[config.mk]
export PLATFORM = sky130hd
export DESIGN_NAME = lbc_top
export DESIGN_NICKNAME = d
export VERILOG_FILES = /design/src/rtl/lbc_pkg.sv /design/src/rtl/lbc_cmd_if.sv /design/src/rtl/lbc_top.sv /design/src/rtl/lbc_bank.sv
export SDC_FILE = /design/constraint.sdc
export NUM_CORES = 1
export LEC_CHECK = 0
export ABC_CLOCK_PERIOD_IN_PS = 4400
export BUFFER_PORTS_ARGS = -buffer_cell sky130_fd_sc_hd__buf_2
export CORE_AREA = 2 2 77 79
export CTS_BUF_LIST = sky130_fd_sc_hd__clkbuf_16
export DETAILED_ROUTE_END_ITERATION = 10
export DIE_AREA = 0 0 79 81
export PLACE_DENSITY = 0.83
export SLEW_MARGIN = 20
export SYNTH_ARGS = -nofsm -noshare
export SYNTH_HDL_FRONTEND = slang
export SYNTH_SLANG_ARGS = --single-unit
[constraint.sdc]
create_clock -name clk -period 4.4 [get_ports clk]
set_input_delay 0.44 -clock clk [delete_from_list [all_inputs] [get_ports clk]]
set_output_delay 0.44 -clock clk [all_outputs]
set_load 0.01 [all_outputs]
[src/rtl/lbc_pkg.sv]
// Package of constants and types for the bank command and power-down sequencer
package lbc_pkg;
    localparam int NUM_BANKS = 4;
    localparam int ROW_W = 13;
    localparam int AP_BIT = 10;
    // Burst length in data elements and its clock count (two elements per clock)
    localparam logic [4:0] BURST_LEN = 5'h04;
    localparam logic [3:0] BURST_CLKS = 4'h2;
    // Postamble and timing figures, in clocks at 20 MHz (50 ns period)
    localparam int CLK_NS = 50;
    localparam int TRP_NS = 15;
    localparam int TRFC_NS = 72;
    localparam int TMRD_NS = 10;
    localparam int TPDX_NS = 6;
    localparam int TXSR_NS = 112;
    localparam logic [3:0] POST_CLKS = 4'h1;
    localparam logic [3:0] TRP_CLKS = 4'((TRP_NS + CLK_NS - 1) / CLK_NS);
    localparam logic [3:0] TRFC_CLKS = 4'((TRFC_NS + CLK_NS - 1) / CLK_NS);
    localparam logic [3:0] TMRD_CLKS = 4'((TMRD_NS + CLK_NS - 1) / CLK_NS);
    localparam logic [3:0] TPDX_CLKS = 4'((TPDX_NS + CLK_NS - 1) / CLK_NS);
    localparam logic [3:0] TXSR_CLKS = 4'((TXSR_NS + CLK_NS - 1) / CLK_NS);
    // Synchroniser reset: clock enable high, strobes all high (deselect)
    localparam logic [20:0] PIN_SYNC_RST = 21'h10000F;

    // Decoded commands
    typedef enum logic [3:0] {
        CMD_DESELECT = 4'h0,
        CMD_NOP = 4'h1,
        CMD_ACTIVE = 4'h2,
        CMD_REFRESH = 4'h3,
        CMD_LOAD_MODE = 4'h4,
        CMD_READ = 4'h5,
        CMD_WRITE = 4'h6,
        CMD_PRECHARGE = 4'h7,
        CMD_BURST_STOP = 4'h8
    } lbc_cmd_e;

    // Per-bank states
    typedef enum logic [2:0] {
        BANK_IDLE = 3'h0,
        BANK_ACTIVE = 3'h1,
        BANK_READ = 3'h2,
        BANK_WRITE = 3'h3,
        BANK_PRECHARGING = 3'h4
    } lbc_bank_e;

    // Device-wide power states
    typedef enum logic [2:0] {
        PWR_NORMAL = 3'h0,
        PWR_PRE_PD = 3'h1,
        PWR_ACT_PD = 3'h2,
        PWR_SELF_REF = 3'h3,
        PWR_PD_EXIT = 3'h4,
        PWR_SR_EXIT = 3'h5,
        PWR_REFRESHING = 3'h6,
        PWR_MODE_LOAD = 3'h7
    } lbc_pwr_e;
endpackage : lbc_pkg

[src/rtl/lbc_cmd_if.sv]
// Interface carrying a decoded command from the top to the bank trackers
`timescale 1ns/100ps
`default_nettype none
interface lbc_cmd_if;
    lbc_pkg::lbc_cmd_e cmd;
    logic [1:0] bank;
    logic allBanks;
    logic cmdEnable;
    modport src (output cmd, output bank, output allBanks, output cmdEnable);
    modport dst (input cmd, input bank, input allBanks, input cmdEnable);
endinterface : lbc_cmd_if
`default_nettype wire

[src/rtl/lbc_top.sv]
// Command decoder, clock-enable power sequencer and write-data mask tracker
`timescale 1ns/100ps
`default_nettype none
module lbc_top (
    input wire logic clk,
    input wire logic rst_n,
    input wire logic memCke,
    input wire logic memCsN,
    input wire logic memRasN,
    input wire logic memCasN,
    input wire logic memWeN,
    input wire logic [1:0] memBank,
    input wire logic [12:0] memAddr,
    input wire logic memDm,
    output logic [2:0] powerState,
    output logic [11:0] bankStates,
    output logic inputsEnabled,
    output logic cmdValid,
    output logic [3:0] cmdCode,
    output logic cmdIllegal,
    output logic writeMasked,
    output logic burstActive
);
    // Pin synchronisers: two flops each before any logic looks at a pin
    // Reset loads deselect with clock enable high, so no false command or power-down follows reset
    logic [20:0] pinMeta_reg, pinSync_reg;
    logic ckeS;
    logic dmS;
    logic [1:0] bankS;
    logic [12:0] addrS;
    logic [3:0] strb;

    always_ff @(posedge clk or negedge rst_n) begin
        if (!rst_n) begin
            pinMeta_reg <= lbc_pkg::PIN_SYNC_RST;
            pinSync_reg <= lbc_pkg::PIN_SYNC_RST;
        end else begin
            pinMeta_reg <= {memCke, memDm, memBank, memAddr, memCsN, memRasN, memCasN, memWeN};
            pinSync_reg <= pinMeta_reg;
        end
    end

    // Synchronised pin fields; all of them share one two-flop delay, so a command stays aligned
    assign ckeS = pinSync_reg[20];
    assign dmS = pinSync_reg[19];
    assign bankS = pinSync_reg[18:17];
    assign addrS = pinSync_reg[16:4];
    assign strb = pinSync_reg[3:0]; // Chip select, row, column, write enable

    // Command decode from chip select, row, column and write strobes
    // Any pattern with chip select high falls to deselect
    lbc_pkg::lbc_cmd_e dec;
    always_comb begin
        unique case (strb)
            4'h7: dec = lbc_pkg::CMD_NOP;
            4'h3: dec = lbc_pkg::CMD_ACTIVE;
            4'h1: dec = lbc_pkg::CMD_REFRESH;
            4'h0: dec = lbc_pkg::CMD_LOAD_MODE;
            4'h5: dec = lbc_pkg::CMD_READ;
            4'h4: dec = lbc_pkg::CMD_WRITE;
            4'h2: dec = lbc_pkg::CMD_PRECHARGE;
            4'h6: dec = lbc_pkg::CMD_BURST_STOP;
            default: dec = lbc_pkg::CMD_DESELECT;
        endcase
    end

    // Previous clock-enable sample for the current/previous comparison
    logic ckePrev_reg, ckePrev_next;
    lbc_pkg::lbc_pwr_e pwr_reg, pwr_next;
    logic [3:0] pwrCnt_reg, pwrCnt_next;
    logic allIdle, anyBurst, isNopDes, bankIllegalAny;
    logic anyWrite;
    logic highHigh;
    logic lowHigh;
    logic highLow;
    lbc_pkg::lbc_bank_e bankState [lbc_pkg::NUM_BANKS];
    logic [lbc_pkg::NUM_BANKS-1:0] bankIllegal;
    logic [11:0] bankPacked;

    // Registered status outputs and their next values
    logic cmdValid_reg, cmdValid_next;
    logic [3:0] cmdCode_reg, cmdCode_next;
    logic cmdIllegal_reg, cmdIllegal_next;
    logic writeMasked_reg, writeMasked_next;
    logic burstActive_reg, burstActive_next;

    // Shared command carrier to the four bank trackers
    lbc_cmd_if cmdIf ();

    // Clock-enable history: previous and current samples
    assign isNopDes = (dec == lbc_pkg::CMD_NOP) || (dec == lbc_pkg::CMD_DESELECT);
    assign highHigh = ckePrev_reg && ckeS;
    assign lowHigh = !ckePrev_reg && ckeS;
    assign highLow = ckePrev_reg && !ckeS;

    // Banks hear commands only in normal running with clock enable high at both edges;
    // anything seen while powered down or mid-transition is dropped on purpose
    assign cmdIf.cmdEnable = (pwr_reg == lbc_pkg::PWR_NORMAL) && highHigh;
    assign cmdIf.cmd = dec;
    assign cmdIf.bank = bankS;
    assign cmdIf.allBanks = addrS[lbc_pkg::AP_BIT];

    // One tracker per bank, all on the same carrier
    for (genvar i = 0; i < lbc_pkg::NUM_BANKS; i++) begin : g_bank
        lbc_bank #(
            .BANK_ID(2'(i))
        ) i_bank (
            .clk(clk),
            .rst_n(rst_n),
            .cmdIf(cmdIf),
            .state(bankState[i]),
            .illegal(bankIllegal[i])
        );
    end

    // Summary of all banks: idle, bursting, writing, and the packed state word
    always_comb begin
        allIdle = 1'b1;
        anyBurst = 1'b0;
        anyWrite = 1'b0;
        bankPacked = 12'h000;
        for (int i = 0; i < lbc_pkg::NUM_BANKS; i++) begin
            bankPacked[3*i +: 3] = bankState[i];
            if (bankState[i] != lbc_pkg::BANK_IDLE) begin
                allIdle = 1'b0;
            end
            if (bankState[i] == lbc_pkg::BANK_READ || bankState[i] == lbc_pkg::BANK_WRITE) begin
                anyBurst = 1'b1;
            end
            if (bankState[i] == lbc_pkg::BANK_WRITE) begin
                anyWrite = 1'b1;
            end
        end
    end

    assign bankIllegalAny = |bankIllegal;

    // Power sequencer next state from the clock-enable pair and the current command
    always_comb begin
        pwr_next = pwr_reg;
        pwrCnt_next = (pwrCnt_reg != 4'h0) ? pwrCnt_reg - 4'h1 : 4'h0;
        ckePrev_next = ckeS;
        unique case (pwr_reg)
            lbc_pkg::PWR_NORMAL: begin
                if (highLow) begin
                    if (dec == lbc_pkg::CMD_REFRESH && allIdle) begin
                        pwr_next = lbc_pkg::PWR_SELF_REF;
                    end else if (isNopDes && allIdle) begin
                        pwr_next = lbc_pkg::PWR_PRE_PD;
                    end else if (isNopDes) begin
                        pwr_next = lbc_pkg::PWR_ACT_PD;
                    end
                end else if (highHigh && dec == lbc_pkg::CMD_REFRESH) begin
                    pwr_next = lbc_pkg::PWR_REFRESHING;
                    pwrCnt_next = lbc_pkg::TRFC_CLKS;
                end else if (highHigh && dec == lbc_pkg::CMD_LOAD_MODE) begin
                    pwr_next = lbc_pkg::PWR_MODE_LOAD;
                    pwrCnt_next = lbc_pkg::TMRD_CLKS;
                end
            end
            lbc_pkg::PWR_PRE_PD, lbc_pkg::PWR_ACT_PD: begin
                // Low-low keeps the state; only a rise with NOP or deselect leaves it
                if (lowHigh && isNopDes) begin
                    pwr_next = lbc_pkg::PWR_PD_EXIT;
                    pwrCnt_next = lbc_pkg::TPDX_CLKS;
                end
            end
            lbc_pkg::PWR_SELF_REF: begin
                if (lowHigh && isNopDes) begin
                    pwr_next = lbc_pkg::PWR_SR_EXIT;
                    pwrCnt_next = lbc_pkg::TXSR_CLKS;
                end
            end
            lbc_pkg::PWR_PD_EXIT, lbc_pkg::PWR_SR_EXIT, lbc_pkg::PWR_REFRESHING, lbc_pkg::PWR_MODE_LOAD: begin
                // Timed states: commands are not passed on until the count runs out
                if (pwrCnt_reg <= 4'h1) begin
                    pwr_next = lbc_pkg::PWR_NORMAL;
                end
            end
        endcase
    end

    // Power sequencer registers
    always_ff @(posedge clk or negedge rst_n) begin
        if (!rst_n) begin
            pwr_reg <= lbc_pkg::PWR_NORMAL;
            pwrCnt_reg <= 4'h0;
            ckePrev_reg <= 1'b1;
        end else begin
            pwr_reg <= pwr_next;
            pwrCnt_reg <= pwrCnt_next;
            ckePrev_reg <= ckePrev_next;
        end
    end

    // Status next values; a command counts as taken when the previous clock enable was high,
    // so the refresh that enters self refresh is reported as well
    always_comb begin
        cmdValid_next = (pwr_reg == lbc_pkg::PWR_NORMAL) && ckePrev_reg && (dec != lbc_pkg::CMD_DESELECT);
        cmdCode_next = dec;
        cmdIllegal_next = bankIllegalAny
            || (cmdIf.cmdEnable && !allIdle && (dec == lbc_pkg::CMD_REFRESH || dec == lbc_pkg::CMD_LOAD_MODE));
        writeMasked_next = anyWrite && dmS; // Mask seen while a write burst runs
        burstActive_next = anyBurst;
    end

    // Status registers
    always_ff @(posedge clk or negedge rst_n) begin
        if (!rst_n) begin
            cmdValid_reg <= 1'b0;
            cmdCode_reg <= 4'h0;
            cmdIllegal_reg <= 1'b0;
            writeMasked_reg <= 1'b0;
            burstActive_reg <= 1'b0;
        end else begin
            cmdValid_reg <= cmdValid_next;
            cmdCode_reg <= cmdCode_next;
            cmdIllegal_reg <= cmdIllegal_next;
            writeMasked_reg <= writeMasked_next;
            burstActive_reg <= burstActive_next;
        end
    end

    // Outputs; input buffers are off in every low-power state
    assign powerState = pwr_reg;
    assign bankStates = bankPacked;
    assign inputsEnabled = !(pwr_reg inside {lbc_pkg::PWR_PRE_PD, lbc_pkg::PWR_ACT_PD, lbc_pkg::PWR_SELF_REF});
    assign cmdValid = cmdValid_reg;
    assign cmdCode = cmdCode_reg;
    assign cmdIllegal = cmdIllegal_reg;
    assign writeMasked = writeMasked_reg;
    assign burstActive = burstActive_reg;
endmodule : lbc_top
`default_nettype wire

[src/rtl/lbc_bank.sv]
// One bank's state tracker: idle, active, reading, writing, precharging
`timescale 1ns/100ps
`default_nettype none
module lbc_bank #(
    parameter logic [1:0] BANK_ID = 2'h0
) (
    input wire logic clk,
    input wire logic rst_n,
    lbc_cmd_if.dst cmdIf,
    output lbc_pkg::lbc_bank_e state,
    output logic illegal
);
    lbc_pkg::lbc_bank_e state_reg, state_next;
    logic [3:0] cnt_reg, cnt_next;
    logic hit;
    logic isPre;

    assign hit = cmdIf.cmdEnable && (cmdIf.bank == BANK_ID);
    assign isPre = cmdIf.cmdEnable && cmdIf.cmd == lbc_pkg::CMD_PRECHARGE && (cmdIf.allBanks || hit);

    // Next bank state from the command and the burst / precharge counter
    always_comb begin
        state_next = state_reg;
        cnt_next = (cnt_reg != 4'h0) ? cnt_reg - 4'h1 : 4'h0;
        illegal = 1'b0;
        unique case (state_reg)
            lbc_pkg::BANK_IDLE: begin
                if (hit && cmdIf.cmd == lbc_pkg::CMD_ACTIVE) begin
                    state_next = lbc_pkg::BANK_ACTIVE;
                end else if (hit && (cmdIf.cmd == lbc_pkg::CMD_READ || cmdIf.cmd == lbc_pkg::CMD_WRITE)) begin
                    illegal = 1'b1;
                end
            end
            lbc_pkg::BANK_ACTIVE: begin
                if (isPre) begin
                    state_next = lbc_pkg::BANK_PRECHARGING;
                    cnt_next = lbc_pkg::TRP_CLKS;
                end else if (hit && cmdIf.cmd == lbc_pkg::CMD_READ) begin
                    state_next = lbc_pkg::BANK_READ;
                    cnt_next = lbc_pkg::BURST_CLKS + lbc_pkg::POST_CLKS;
                end else if (hit && cmdIf.cmd == lbc_pkg::CMD_WRITE) begin
                    state_next = lbc_pkg::BANK_WRITE;
                    cnt_next = lbc_pkg::BURST_CLKS + lbc_pkg::POST_CLKS;
                end else if (hit && cmdIf.cmd == lbc_pkg::CMD_ACTIVE) begin
                    illegal = 1'b1;
                end
            end
            lbc_pkg::BANK_READ, lbc_pkg::BANK_WRITE: begin
                if (isPre) begin
                    state_next = lbc_pkg::BANK_PRECHARGING;
                    cnt_next = lbc_pkg::TRP_CLKS;
                end else if (hit && cmdIf.cmd == lbc_pkg::CMD_READ) begin
                    state_next = lbc_pkg::BANK_READ;
                    cnt_next = lbc_pkg::BURST_CLKS + lbc_pkg::POST_CLKS;
                end else if (hit && cmdIf.cmd == lbc_pkg::CMD_WRITE) begin
                    state_next = lbc_pkg::BANK_WRITE;
                    cnt_next = lbc_pkg::BURST_CLKS + lbc_pkg::POST_CLKS;
                end else if (hit && cmdIf.cmd == lbc_pkg::CMD_ACTIVE) begin
                    illegal = 1'b1;
                end else if (cmdIf.cmdEnable && cmdIf.cmd == lbc_pkg::CMD_BURST_STOP
                             && state_reg == lbc_pkg::BANK_READ) begin
                    state_next = lbc_pkg::BANK_ACTIVE;
                end else if (cnt_reg == 4'h1) begin
                    state_next = lbc_pkg::BANK_ACTIVE;
                end
            end
            lbc_pkg::BANK_PRECHARGING: begin
                if (hit && cmdIf.cmd != lbc_pkg::CMD_DESELECT && cmdIf.cmd != lbc_pkg::CMD_NOP) begin
                    illegal = 1'b1;
                end
                if (cnt_reg <= 4'h1) begin
                    state_next = lbc_pkg::BANK_IDLE;
                end
            end
            default: begin
                state_next = lbc_pkg::BANK_IDLE;
            end
        endcase
    end

    // Bank state registers
    always_ff @(posedge clk or negedge rst_n) begin
        if (!rst_n) begin
            state_reg <= lbc_pkg::BANK_IDLE;
            cnt_reg <= 4'h0;
        end else begin
            state_reg <= state_next;
            cnt_reg <= cnt_next;
        end
    end

    assign state = state_reg;
endmodule : lbc_bank
`default_nettype wire

==> impl_metrics.tcl <==
set metrics [dict create \
    status "complete, no violations" \
    syn-num-nets 367 \
    seqCellArea_um2 1570 \
    synth.cell_area_um2 3330 \
    max_freq_mhz 324 \
    maxCapViolCount 0 \
    num_io_pins 47 \
    clk_path_buf_depth 2 \
    antenna_found_initial 0 \
    netlist.area_leader.share_pct 38.3 \
    fillers 444 \
    cts_buffers 9 \
    layout.cells.non_filler 455 \
    grt_pass1_wl_um 12600 \
    cellLeakagePower_nw 1.72 \
    clkPwrFrac_pct 41.4 \
    initial_core_util_pct 58.7 \
    rrSetupSlack_ns 1.31 \
    yosys.area.top_type "dfrtp_1" \
    track_usage_pct 25.9 \
    utilization_pct 67.3 \
    clock_latency_ns 0.33 \
    cts.sinks 62 \
    nets 401 \
    pwr-share-comb_pct 17.1 \
    grt_max_degree 63 \
    area_growth_pct 14.6 \
    netlist_instances 341 \
    r2r_start "pinSync_reg[0]" \
    core_um2 5680 \
    synth_edf_count 0 \
    hpwl_um 5430 \
    required_ns 4.62 \
    postCtsSetupRepairBufs 0 \
    relSlewSlack_pct 45.5 \
    num_vias 2920 \
    ctsHoldBuffers 0 \
    start_kind "flip-flop" \
    path_cells "inv_1 > ha_1 > or3_1 > a221oi_2 > nand2_1 > o31a_1 > nor3_1 > mux2_2" \
    synth_commonest_cells "dfrtp_1, nor2_1, nand2_1" \
    critical-path-top-delay-family "simple AND/OR/NAND/NOR gates" \
    cp.arrival_ns 3.30 \
    critPathMaxStageDelay_ns 0.61 \
    rows 28 \
    p_per_area_nw_per_um2 420 \
    worstPathMaxFanout 10 \
    p_sw_w 0.000452 \
    port-buffer-count 34 \
    design.die.area_um2 6400 \
    chipHeight_um 81 \
    internal-power_w 0.00115 \
    grt_pass1_vias 2704 \
    critPathKind "flip-flop to flip-flop" \
    r2r-end "g_bank[0].i_bank.state[0]" \
    yosysSeqAreaShare_pct 47.0 \
    yosysMostFrequentCell "dfrtp_1" \
    placed_area_um2 3540 \
    diodes 0 \
    holdPathStages 1 \
    grt.overflow.total 0 \
    cts_tree "yes" \
    hold_viol_final 0 \
    worst_pin_slew_ns 0.815 \
    cp_slowest_cell "dfstp_2" \
    reg2regPathDepth 8 \
    drive_gt1_share_pct 21.3 \
    synth-seq-cells 62 \
    firstDrtPassIters 6 \
    finalInstanceArea_um2 3820 \
    drt-initial-drc-count 326 \
    yosysUniqueCellTypes 68 \
    ir_drop_uv 270 \
    rsz0062_at_grt "false" \
    antenna_left 0 \
    worst-path-buf-inv 1 \
    cts_resized 0 \
    cp-end-kind "flip-flop" \
    finalSetupTns_ns 0 \
    root_buffer "clkbuf_16" \
    place_congestion 0.956 \
    cts_max_level 3 \
    drt_wl_total_um 7600 \
    syn_area_per_cell_um2 9.77 \
    total_power_w 0.00161 \
    fp.dieW_um 79 \
    seq_power_share_pct 41.5 \
    yosysWarningCount 0 \
    via_per_inst 6.42 \
    fin_crit_sh_pct 70.2 \
    setup.worst_path.start "pinSync_reg[0]" \
    hp-start "memCasN" \
    clock_skew_ns 0.00558 \
    wl_per_cell_um 16.7 \
    clk_pin_slew_ns 0.05 \
    hp-class "input pin to flip-flop" \
    ys_async_sr_fraction_pct 100 \
    setup_viol 0 \
    placed_cells 439 \
    min_to "pinMeta_reg[1]" \
    synthTopCellsByArea "dfrtp_1, dfstp_2, nor2_1" \
    ys.flop_type "dfrtp_1" \
    largest_register_ff_count 16 \
    drc 0 \
    fin_crit_ns 3.09 \
    drv_slew 0 \
    switching_share_pct 28.1 \
    multiInputGateArea_um2 1670 \
]
-- power groups by stage --
| stage | clock [W] | sequential, W | combinational, W |
|---|---|---|---|
| floorplan | 0 | 0.000669 | 0.000183 |
| global placement | 0 | 0.000672 | 0.000260 |
| detailed placement | 0 | 0.000674 | 0.000267 |
| CTS | 0.000673 | 0.000666 | 0.000273 |
| global route | 0.000695 | 0.000675 | 0.000301 |
| finish | 0.000665 | 0.000667 | 0.000274 |
-- cells by family (layout without fill, tap and decap cells) --
| family | after synthesis | count (layout) | share of synthesized area, % |
|---|---|---|---|
| buffers and inverters | 18 | 57 | 2.82 |
| and+or+nand+nor | 147 | 147 | 24.9 |
| DFF | 62 | 62 | 47.0 |
| adders and majority gates | 3 | 3 | 1.13 |
| AOI/OAI and AO/OA | 103 | 103 | 21.5 |
| xor gates and xnor gates | 2 | 2 | 0.526 |
| muxes | 6 | 6 | 2.25 |
-- worst register-to-register path, stage by stage, from the launching register on --
cell,delay [ns]
dfstp_2,0.61
inv_1,0.10
ha_1,0.38
or3_1,0.43
a221oi_2,0.39
nand2_1,0.26
o31a_1,0.29
nor3_1,0.16
mux2_2,0.36
-- worst max-delay path by stage --
| stage | end | slack, ns | cells past startpoint |
|---|---|---|---|
| detailed placement | g_bank[0].i_bank.state[0] | 1.36 | 8 |
| global route | g_bank[0].i_bank.state[0] | 1.24 | 8 |
| CTS | g_bank[0].i_bank.state[0] | 1.35 | 8 |
| finish | g_bank[0].i_bank.state[0] | 1.31 | 8 |
| floorplan | g_bank[2].i_bank.state[0] | 1.56 | 10 |
| global placement | g_bank[0].i_bank.state[0] | 1.41 | 8 |
-- metrics by stage --
stage / setup slack (ns) / hold WS [ns]
after floorplan: 1.56 / 0.144
after global placement: 1.41 / 0.332
after detailed placement: 1.36 / 0.335
after CTS: 1.35 / 0.197
after global routing: 1.24 / 0.198
final: 1.31 / 0.202
-- routing by layer --
metal  global-route usage, %  vias to the layer above  share of wire [%]
li1                        -                     1372                  -
met1                    33.4                     1386                 42
met2                    41.4                      138                 47
met3                    4.44                       24                7.3
met4                    15.2                        0                3.3
met5                       0                        -                  0
-- cells in the final DEF (no fill, tap or decap), types with 7 or more instances in the layout --
cell / instances
a21oi_1: 22
nor2_1: 36
dfrtp_1: 51
inv_1: 7
nor2b_1: 9
nor3_1: 17
dfstp_2: 11
buf_2: 34
clkbuf_16: 9
or3_1: 8
nand2_1: 24
nand2b_1: 7
o21ai_0: 23
-- layout make-up --
class	count	area share [%]
Tap cell	75	2.46
Clock buffer	9	5.89
Sequential cell	62	41.0
Clock inverter	7	1.54
Timing Repair Buffer	36	4.85
Multi-Input combinational cell	261	43.8
Inverter	5	0.491
Note: power is estimated with default switching activity, not from simulation.
